### src/rtl/txring_consts.svh
`ifndef TXRING_CONSTS_SVH
`define TXRING_CONSTS_SVH

// ----------------------------------------
// Register byte offsets
// ----------------------------------------
`define OFS_ADAPTIVE_GAP 16'h0458
`define OFS_BASE_LOW 16'h3800
`define OFS_BASE_HIGH 16'h3804
`define OFS_RING_LENGTH 16'h3808
`define OFS_HEAD_INDEX 16'h3810
`define OFS_TAIL_INDEX 16'h3818
`define OFS_TX_CONTROL 16'h3840

// ----------------------------------------
// Field positions and widths
// ----------------------------------------
`define BASE_LOW_LSB 4
`define LEN_LSB 7
`define LEN_MSB 19
`define DESC_BYTES_SHIFT 4
`define CTL_ENABLE_BIT 0
`define CTL_SOFT_RESET_BIT 1
`define CTL_PENDING_BIT 8
`define CTL_GAP_LSB 16
`define CTL_GAP_MSB 25
`define GAP_TIME_W 10
`define ADAPTIVE_W 16
`define INDEX_W 16

// ----------------------------------------
// Reset values
// ----------------------------------------
`define GAP_TIME_RESET 10'h00A
`define ADAPTIVE_RESET 16'h0000

// ----------------------------------------
// Timing
// ----------------------------------------
`define GAP_STEP_NS 8
`define CLK_PERIOD_NS 10
`define MIN_IFS_STEPS 16'h000C

`endif

### src/rtl/txring_pkg.sv
package txring_pkg;

  typedef enum logic [1:0] {
    RESP_OKAY = 2'b00,
    RESP_SLVERR = 2'b10
  } axi_resp_t;

  typedef enum logic {
    GAP_S = 1'b0,
    BUSY_S = 1'b1
  } throttle_state_t;

  typedef enum logic [2:0] {
    SEL_NONE = 3'b000,
    SEL_GAP = 3'b001,
    SEL_BASE_LO = 3'b010,
    SEL_BASE_HI = 3'b011,
    SEL_LEN = 3'b100,
    SEL_HEAD = 3'b101,
    SEL_TAIL = 3'b110,
    SEL_CTL = 3'b111
  } reg_sel_t;

endpackage : txring_pkg

### src/rtl/tx_descriptor_ring.sv
// Notes on behaviour
// - Back-to-back frames leave the packet buffer only after the adaptive gap.
// - The adaptive gap counts 8 ns steps over its full 16-bit width.
// - The adaptive gap adds to the back-to-back gap time.
// - No adaptive gap after a receive or for non back-to-back frames.
// - Retransmission after a collision ignores the adaptive gap.
// - The adaptive gap acts only above the standard minimum spacing.
// - Base low bits 3:0 ignore writes and read zero.
// - The ring start is base high as 63:32 and base low 31:4.
// - Ring length is a multiple of 128 in bits 19:7, bits 6:0 read zero.
// - The head is a 16-bit index of 16-byte descriptors from the base.
// - Hardware advances the head as descriptors complete.
// - A head write while enabled is taken as is; results are undefined.
// - Descriptors from head up to tail are offered for transmission.
//
// The AXI4-Lite slave port was decided locally.
`timescale 1ns/100ps
`default_nettype none
`include "txring_consts.svh"

module tx_descriptor_ring #(
  parameter int ADDR_W = 16
) (
  input wire logic aclk,
  input wire logic aresetn,
  input wire logic ce,
  input wire logic dev_soft_reset,
  input wire logic [ADDR_W-1:0] s_axi_awaddr,
  input wire logic [2:0] s_axi_awprot,
  input wire logic s_axi_awvalid,
  output logic s_axi_awready,
  input wire logic [31:0] s_axi_wdata,
  input wire logic [3:0] s_axi_wstrb,
  input wire logic s_axi_wvalid,
  output logic s_axi_wready,
  output txring_pkg::axi_resp_t s_axi_bresp,
  output logic s_axi_bvalid,
  input wire logic s_axi_bready,
  input wire logic [ADDR_W-1:0] s_axi_araddr,
  input wire logic [2:0] s_axi_arprot,
  input wire logic s_axi_arvalid,
  output logic s_axi_arready,
  output logic [31:0] s_axi_rdata,
  output txring_pkg::axi_resp_t s_axi_rresp,
  output logic s_axi_rvalid,
  input wire logic s_axi_rready,
  output logic transmit_function_enable,
  output logic desc_valid,
  output logic [63:0] desc_addr,
  input wire logic desc_done,
  input wire logic pkt_valid,
  input wire logic pkt_b2b,
  input wire logic pkt_after_rx,
  input wire logic pkt_retry,
  output logic pkt_ready,
  input wire logic tx_done
);
  import txring_pkg::*;

  if (ADDR_W < 16 || ADDR_W > 32) begin : g_bad_addr_w
    $error("ADDR_W must be 16 to 32");
  end

  // ----------------------------------------
  // Decoding
  // ----------------------------------------
  function automatic reg_sel_t decode(input logic [15:0] a);
    logic [15:0] w;
    w = {a[15:2], 2'b00};
    case (w)
      `OFS_ADAPTIVE_GAP: decode = SEL_GAP;
      `OFS_BASE_LOW: decode = SEL_BASE_LO;
      `OFS_BASE_HIGH: decode = SEL_BASE_HI;
      `OFS_RING_LENGTH: decode = SEL_LEN;
      `OFS_HEAD_INDEX: decode = SEL_HEAD;
      `OFS_TAIL_INDEX: decode = SEL_TAIL;
      `OFS_TX_CONTROL: decode = SEL_CTL;
      default: decode = SEL_NONE;
    endcase
  endfunction : decode

  function automatic logic [31:0] merge(input logic [31:0] old,
                                        input logic [31:0] nw,
                                        input logic [3:0] strb);
    for (int i = 0; i < 4; i++) begin
      merge[8*i +: 8] = strb[i] ? nw[8*i +: 8] : old[8*i +: 8];
    end
  endfunction : merge

  // ----------------------------------------
  // Register state
  // ----------------------------------------
  logic [`ADAPTIVE_W-1:0] gap_q;
  logic [31:`BASE_LOW_LSB] base_lo_q;
  logic [31:0] base_hi_q;
  logic [`LEN_MSB:`LEN_LSB] len_q;
  logic [`INDEX_W-1:0] head_q, head_d;
  logic [`INDEX_W-1:0] tail_q;
  logic en_q;
  logic [`GAP_TIME_W-1:0] gap_time_q;
  logic [63:0] desc_addr_q;

  // ----------------------------------------
  // Bus slave state
  // ----------------------------------------
  logic aw_have_q, w_have_q, bvalid_q, rvalid_q;
  logic [15:0] awaddr_q;
  logic [31:0] wdata_q, rdata_q;
  logic [3:0] wstrb_q;
  axi_resp_t bresp_q, rresp_q;
  reg_sel_t rsel_q;

  logic [31:0] word [8];
  reg_sel_t wsel, rsel;
  logic wr_fire, rd_fire, aw_fire, w_fire;
  logic [31:0] wval;
  logic pending, sw_srst, clr;
  logic head_wr, head_adv, head_last;
  logic [15:0] ring_count;

  assign s_axi_awready = ce && !aw_have_q;
  assign s_axi_wready = ce && !w_have_q;
  assign s_axi_arready = ce && !rvalid_q;
  assign aw_fire = s_axi_awvalid && s_axi_awready;
  assign w_fire = s_axi_wvalid && s_axi_wready;
  assign rd_fire = s_axi_arvalid && s_axi_arready;
  // Address and data may come in either order; write when both held
  assign wr_fire = ce && aw_have_q && w_have_q && !bvalid_q;

  assign wsel = decode(awaddr_q);
  assign rsel = decode(s_axi_araddr[15:0]);

  assign word[SEL_NONE] = 32'h00000000;
  assign word[SEL_GAP] = {16'h0000, gap_q};
  assign word[SEL_BASE_LO] = {base_lo_q, 4'h0};
  assign word[SEL_BASE_HI] = base_hi_q;
  assign word[SEL_LEN] = {12'h000, len_q, 7'h00};
  assign word[SEL_HEAD] = {16'h0000, head_q};
  assign word[SEL_TAIL] = {16'h0000, tail_q};
  assign word[SEL_CTL] = {6'h00, gap_time_q, 7'h00, pending, 6'h00, 1'b0,
                          en_q};
  assign wval = merge(word[wsel], wdata_q, wstrb_q);

  always_ff @(posedge aclk) begin
    if (!aresetn) begin
      aw_have_q <= 1'b0;
      w_have_q <= 1'b0;
      awaddr_q <= 16'h0000;
      wdata_q <= 32'h00000000;
      wstrb_q <= 4'h0;
      bvalid_q <= 1'b0;
      bresp_q <= RESP_OKAY;
    end else if (ce) begin
      if (aw_fire) begin
        aw_have_q <= 1'b1;
        awaddr_q <= s_axi_awaddr[15:0];
      end else if (wr_fire) begin
        aw_have_q <= 1'b0;
      end
      if (w_fire) begin
        w_have_q <= 1'b1;
        wdata_q <= s_axi_wdata;
        wstrb_q <= s_axi_wstrb;
      end else if (wr_fire) begin
        w_have_q <= 1'b0;
      end
      if (wr_fire) begin
        bvalid_q <= 1'b1;
        bresp_q <= (wsel == SEL_NONE) ? RESP_SLVERR : RESP_OKAY;
      end else if (s_axi_bready) begin
        bvalid_q <= 1'b0;
      end
    end
  end

  always_ff @(posedge aclk) begin
    if (!aresetn) begin
      rvalid_q <= 1'b0;
      rdata_q <= 32'h00000000;
      rresp_q <= RESP_OKAY;
      rsel_q <= SEL_NONE;
    end else if (ce) begin
      if (rd_fire) begin
        rvalid_q <= 1'b1;
        rdata_q <= word[rsel];
        rresp_q <= (rsel == SEL_NONE) ? RESP_SLVERR : RESP_OKAY;
        rsel_q <= rsel;
      end else if (s_axi_rready) begin
        rvalid_q <= 1'b0;
      end
    end
  end

  assign s_axi_bvalid = bvalid_q;
  assign s_axi_bresp = bresp_q;
  assign s_axi_rvalid = rvalid_q;
  assign s_axi_rdata = rdata_q;
  assign s_axi_rresp = rresp_q;

  // ----------------------------------------
  // Ring registers
  // ----------------------------------------
  assign sw_srst = wr_fire && (wsel == SEL_CTL) &&
                   wval[`CTL_SOFT_RESET_BIT];
  assign clr = dev_soft_reset || sw_srst;

  // Descriptor count is ring bytes over 16, i.e. length field times 8
  assign ring_count = {len_q, 3'b000};
  assign head_last = head_q == ring_count - 16'h0001;
  assign pending = en_q && (head_q != tail_q);
  // Taken even while enabled; cached descriptors are then stale
  assign head_wr = wr_fire && (wsel == SEL_HEAD);
  assign head_adv = desc_done && pending;
  always_comb begin
    head_d = head_q;
    if (head_wr) begin
      head_d = wval[15:0];
    end else if (head_adv) begin
      head_d = head_last ? 16'h0000 : head_q + 16'h0001;
    end
  end

  always_ff @(posedge aclk) begin
    if (!aresetn || (ce && clr)) begin
      gap_q <= `ADAPTIVE_RESET;
      base_lo_q <= 28'h0000000;
      base_hi_q <= 32'h00000000;
      len_q <= 13'h0000;
      head_q <= 16'h0000;
      tail_q <= 16'h0000;
      en_q <= 1'b0;
      gap_time_q <= `GAP_TIME_RESET;
    end else if (ce) begin
      head_q <= head_d;
      if (wr_fire) begin
        unique case (wsel)
          SEL_GAP: gap_q <= wval[15:0];
          SEL_BASE_LO: base_lo_q <= wval[31:`BASE_LOW_LSB];
          SEL_BASE_HI: base_hi_q <= wval;
          SEL_LEN: len_q <= wval[`LEN_MSB:`LEN_LSB];
          SEL_TAIL: tail_q <= wval[15:0];
          SEL_CTL: begin
            en_q <= wval[`CTL_ENABLE_BIT];
            gap_time_q <= wval[`CTL_GAP_MSB:`CTL_GAP_LSB];
          end
          SEL_HEAD, SEL_NONE: ;
        endcase
      end
    end
  end

  // ----------------------------------------
  // Descriptor address
  // ----------------------------------------
  // Registered so the 64-bit add stays off the fetch path
  always_ff @(posedge aclk) begin
    if (!aresetn) begin
      desc_addr_q <= 64'h0000000000000000;
    end else if (ce) begin
      desc_addr_q <= {base_hi_q, base_lo_q, 4'h0} +
                     {44'h00000000000, head_q, 4'h0};
    end
  end

  assign desc_addr = desc_addr_q;
  assign desc_valid = pending;
  assign transmit_function_enable = en_q;

  // ----------------------------------------
  // Inter-frame throttle
  // ----------------------------------------
  gap_throttle u_throttle (
    .aclk(aclk),
    .aresetn(aresetn),
    .ce(ce),
    .clear(clr),
    .enable(en_q),
    .adaptive_gap_value(gap_q),
    .back_to_back_gap_time(gap_time_q),
    .pkt_valid(pkt_valid),
    .pkt_b2b(pkt_b2b),
    .pkt_after_rx(pkt_after_rx),
    .pkt_retry(pkt_retry),
    .pkt_ready(pkt_ready),
    .tx_done(tx_done)
  );
endmodule : tx_descriptor_ring

`default_nettype wire

### src/rtl/gap_throttle.sv
`timescale 1ns/100ps
`default_nettype none
`include "txring_consts.svh"

module gap_throttle (
  input wire logic aclk,
  input wire logic aresetn,
  input wire logic ce,
  input wire logic clear,
  input wire logic enable,
  input wire logic [`ADAPTIVE_W-1:0] adaptive_gap_value,
  input wire logic [`GAP_TIME_W-1:0] back_to_back_gap_time,
  input wire logic pkt_valid,
  input wire logic pkt_b2b,
  input wire logic pkt_after_rx,
  input wire logic pkt_retry,
  output logic pkt_ready,
  input wire logic tx_done
);
  import txring_pkg::*;

  localparam logic [19:0] SAT_NS = 20'hFFFFF;
  localparam logic [19:0] TICK_NS = 20'(`CLK_PERIOD_NS);

  throttle_state_t state_q, state_d;
  logic [19:0] elapsed_q, elapsed_d;
  logic [15:0] adaptive_eff;
  logic [16:0] target_steps;
  logic [19:0] target_ns;
  logic gap_met, grant, adaptive_on;

  // ----------------------------------------
  // Gap target
  // ----------------------------------------
  // Values at or below the standard minimum spacing add nothing
  assign adaptive_on = adaptive_gap_value > `MIN_IFS_STEPS;
  // Only true back-to-back frames, not after receive or retry
  assign adaptive_eff = (pkt_b2b && !pkt_after_rx && !pkt_retry &&
                         adaptive_on) ? adaptive_gap_value : 16'h0000;
  assign target_steps = {7'h00, back_to_back_gap_time} +
                        {1'b0, adaptive_eff};
  assign target_ns = 20'(target_steps * `GAP_STEP_NS);
  assign gap_met = elapsed_q >= target_ns;
  assign pkt_ready = ce && enable && (state_q == GAP_S) && gap_met;
  assign grant = pkt_ready && pkt_valid;

  // ----------------------------------------
  // Elapsed time since last frame ended
  // ----------------------------------------
  // Counted in ns so 8 ns steps stay exact on a 10 ns clock
  always_comb begin
    state_d = state_q;
    elapsed_d = elapsed_q;
    unique case (state_q)
      GAP_S: begin
        if (grant) begin
          state_d = BUSY_S;
        end
        if (elapsed_q > SAT_NS - TICK_NS) begin
          elapsed_d = SAT_NS;
        end else begin
          elapsed_d = elapsed_q + TICK_NS;
        end
      end
      BUSY_S: begin
        if (tx_done) begin
          state_d = GAP_S;
          elapsed_d = 20'h00000;
        end
      end
    endcase
  end

  always_ff @(posedge aclk) begin
    if (!aresetn || (ce && clear)) begin
      state_q <= GAP_S;
      elapsed_q <= 20'hFFFFF;
    end else if (ce) begin
      state_q <= state_d;
      elapsed_q <= elapsed_d;
    end
  end

  // ----------------------------------------
  // Checks
  // ----------------------------------------
  logic [16:0] cyc_q;
  logic [20:0] cyc_ns;
  always_ff @(posedge aclk) begin
    if (!aresetn || (ce && clear)) begin
      cyc_q <= 17'h1FFFF;
    end else if (ce) begin
      if (state_q == BUSY_S && tx_done) begin
        cyc_q <= 17'h00000;
      end else if (state_q == GAP_S && cyc_q != 17'h1FFFF) begin
        cyc_q <= cyc_q + 17'h00001;
      end
    end
  end
  assign cyc_ns = 21'(cyc_q * `CLK_PERIOD_NS);
endmodule : gap_throttle

`default_nettype wire

### config.mk
export PLATFORM = sky130hd
export DESIGN_NAME = tx_descriptor_ring
export DESIGN_NICKNAME = d
export VERILOG_FILES = /design/src/rtl/txring_pkg.sv /design/src/rtl/tx_descriptor_ring.sv /design/src/rtl/gap_throttle.sv
export VERILOG_INCLUDE_DIRS = /design/src /design/src/rtl
export SDC_FILE = /design/constraint.sdc
export NUM_CORES = 1
export LEC_CHECK = 0
export ABC_AREA = 1
export ABC_CLOCK_PERIOD_IN_PS = 8080
export BUFFER_PORTS_ARGS = -buffer_cell sky130_fd_sc_hd__buf_4
export CAP_MARGIN = 10
export CORE_MARGIN = 8
export CORE_UTILIZATION = 35
export CTS_CLUSTER_DIAMETER = 200
export DETAILED_ROUTE_END_ITERATION = 8
export GPL_TIMING_DRIVEN = 0
export PLACE_DENSITY_LB_ADDON = 0.3
export SYNTH_ARGS = -nofsm -noshare
export SYNTH_HDL_FRONTEND = slang
export SYNTH_SLANG_ARGS = --single-unit
### constraint.sdc
create_clock -name aclk -period 8.08 [get_ports aclk]
set_input_delay 0 -clock aclk [delete_from_list [all_inputs] [get_ports aclk]]
set_output_delay 0 -clock aclk [all_outputs]
set_load 0.02 [all_outputs]
==> flow_summary.yaml <==
setup_path:
  worstReg2RegStart: "gap_q[11]"
  cp.required_ns: 8.53
  worstSetupEndpointType: "register"
  crit_fanout: 10
  rrSetupSlack_ns: 2.79
  r2r_cells: 27
  arrival_ns: 5.74
  critPathLaunchType: "register"
  path_class: "register to register"
  rr_endpoint: "u_throttle.state_q"
global_routing:
  grt_max_degree: 14
  grt_pass1_vias: 20800
  antenna_found_initial: 1
  gr-total-overflow: 0
  grt_usage: 0.268
  grt_pass1_wl_um: 131000
sta:
  setup_violations: 0
  worst_slew_pin_slew_ns: 1.22
  maxSlewViolCount: 0
  worst_slew_margin_rel: 0.177
  tns_ns: 0
  timing.final.crit_share: 0.655
  whs_ns: 0.0155
  rsz0062_at_grt: "false"
  clock_skew_ns: 0.0181
  maxClockFrequency_mhz: 189
  finalHoldViolations: 0
  min_period_ns: 5.29
floorplan:
  die_h_um: 253
  die-area_mm2: 0.0641
  design.core.area_mm2: 0.0560
  ios: 197
  start_util: 0.352
  die_w_um: 253
  rows: 87
synthesis:
  synth_top_cell_area_share: 0.306
  synth_area_mm2: 0.0197
  synth_edf_count: 0
  seq_area_frac_synth: 0.306
  synthTopCellsByArea: "dfxtp_1 31%, nand2_1 17%, nand3_1 6.7%"
  ys_ff_latch: 301
  yosysTopAreaCell: "dfxtp_1"
  async_flop_share: 0
  syn_inst: 3113
  synth_flop_cell: "dfxtp_1"
  yosysWarnings: 0
  synth_area_per_cell_um2: 6.32
  synth_cell_types: 54
final_layout:
  n_fill_cell: 6061
  layout-drive-gt1-share: 0.131
  antenna_cells: 0
  nNetsFinal: 3541
  syn_to_final_growth_pct: 21.7
  stdcell_count: 4189
hold_path:
  worstHoldPathType: "input port to register"
  holdPathEnd: "awaddr_q[7]"
  holdPathStages: 4
  min_from: "s_axi_awvalid"
detailed_routing:
  drt_iter0_drc: 2461
  dr.pass1.iters: 6
  vias: 22500
  drtAntennaViolNets: 0
  drc: 0
  post_drt_wl_per_cell_um: 21.3
  vias_per_cell: 5.37
  wirelength_um: 89100
clock_tree:
  cts-buffers-inserted: 37
  root_buffer: "clkbuf_16"
  cts_buffer_depth: 3
  worstSkewPairLatency_ns: 0.58
  post_cts.repair.setup_buffers: 0
  cts_sinks: 301
  cts_tree: "yes"
  path_clk_slew_ns: 0.06
  post_cts_resized: 0
  h-tree-depth: 2
place:
  io_buffers: 178
  dp_hpwl_um: 70600
  gp_congestion: 1.04
  placed_cells: 4052
run:
  drv_cap: 0
power_and_ir_drop:
  max-vdd-ir-drop_mv: 0.139
  p_leak_uw: 0.00998
  pwr_density_cell_mw_per_mm2: 157
  totalPowerFinal_uw: 3760
outcome:
  outcome: "complete, no violations"
## routing by layer
layer  GRT usage  share of wire  vias to the layer above
met3      0.0553           0.10                      203
met1       0.367           0.43                    10400
li1            -              -                    10700
met4       0.104          0.041                        0
met5           0              0                        -
met2       0.409           0.43                     1146
## placed cells by master (no fill, tap or decap), types with 76 or more instances in the layout
| cell | n |
|---|---|
| buf_4 | 186 |
| o21ai_0 | 156 |
| inv_1 | 335 |
| dfxtp_1 | 301 |
| a21oi_2 | 80 |
| nand3_1 | 265 |
| nand2_1 | 917 |
| a21oi_1 | 212 |
| clkbuf_1 | 76 |
| nor2_1 | 259 |
## power by group
group          internal, uW  switching, uW
registers              1530           34.2
clock network          1060            726
logic                   156            263
total                  2740           1020
## critical path, stage by stage, from the launching register on
cell and delay [ns]:
dfxtp_1 0.42, nor4_1 0.34, nand4_1 0.20, nand2_1 0.16
clkbuf_1 0.34, nor2_1 0.08, ha_1 0.26, fa_1 0.43
nand3_1 0.09, nand2_1 0.12, nand2_1 0.10, o211ai_1 0.13
a21oi_1 0.15, inv_1 0.05, a21oi_1 0.22, nor2_1 0.11
nand2_1 0.08, xor2_1 0.14, ha_1 0.26, a21oi_1 0.14
o21ai_0 0.12, a21oi_1 0.18, nand4_1 0.17, nand4_1 0.11
nand2_1 0.06, dlygate4sd3_1 0.55, a21oi_1 0.12, nor2_1 0.05
## through the flow
step	util	area, um2	worst slack [ns]
2_1_floorplan	-	19700	4.25
3_3_place_gp	0.393	22000	3.48
3_5_place_dp	0.393	22000	3.48
4_1_cts	0.428	24000	2.91
5_1_grt	0.428	24000	2.44
6_report	0.428	24000	2.79
## synthesized netlist by cell type (all sizes together) (2+ instances only)
library cell	number
nand2	937
inv	352
dfxtp	301
a21oi	293
nor2	275
nand3	268
o21ai	162
clkbuf	71
buf	70
nand4	57
nor3	57
o211ai	49
ha	46
xor2	43
xnor2	25
o22ai	17
nor4	13
a31oi	10
or2	10
clkinv	8
nand3b	8
o221ai	8
a22oi	6
and3	4
o2111ai	4
a211oi	3
o21bai	3
o31ai	3
a21o	2
fa	2
## final cells by class
| class | instances | area (um2) | share of cell area |
|---|---|---|---|
| Clock buffer | 52 | 1100 | 0.0461 |
| Tap cell | 756 | 946 | 0.0395 |
| Timing Repair Buffer | 247 | 2030 | 0.0846 |
| Sequential cell | 301 | 6030 | 0.252 |
| Inverter | 360 | 1350 | 0.0564 |
| Clock inverter | 16 | 175 | 0.00731 |
| Buffer | 141 | 751 | 0.0313 |
| Multi-Input combinational cell | 2316 | 11600 | 0.483 |
## how the worst max path moves through the flow
stage,slack (ns),cells past startpoint,end,from
2_1_floorplan,4.25,26,u_throttle.state_q,gap_q[11]
3_3_place_gp,3.48,26,u_throttle.state_q,gap_q[11]
3_5_place_dp,3.48,26,u_throttle.state_q,gap_q[11]
4_1_cts,2.91,27,u_throttle.state_q,gap_q[11]
5_1_grt,2.44,27,u_throttle.state_q,gap_q[11]
6_report,2.79,27,u_throttle.state_q,gap_q[11]
## timing repair
action / CTS / global route
hold buffers: 69 / 0
endpoints found under the setup margin: 0 / 0
hold endpoints to repair: 66 / 0
## sequential cells by signal (all words and copies together) (netlist names)
signal	cells
s_axi_bresp	1
awaddr_q	14
len_q	13
base_hi_q	32
s_axi_rresp	1
wdata_q	32
head_q	16
u_throttle.elapsed_q	20
desc_addr	60
gap_q	16
u_throttle.state_q	1
s_axi_rvalid	1
tail_q	16
w_have_q	1
transmit_function_enable	1
gap_time_q	10
s_axi_rdata	32
wstrb_q	4
aw_have_q	1
base_lo_q	28
s_axi_bvalid	1
## logic make-up after synthesis
kind of cell | after synthesis | share of synthesized area
xor gates and xnor gates | 69 | 0.0314
AOI/OAI and AO/OA | 561 | 0.172
buffers and inverters | 501 | 0.107
other | 1 | 0.000191
adders and majority gates | 48 | 0.0313
and+or+nand+nor | 1632 | 0.352
DFF | 301 | 0.306
Note: power is estimated with default switching activity, not from simulation.
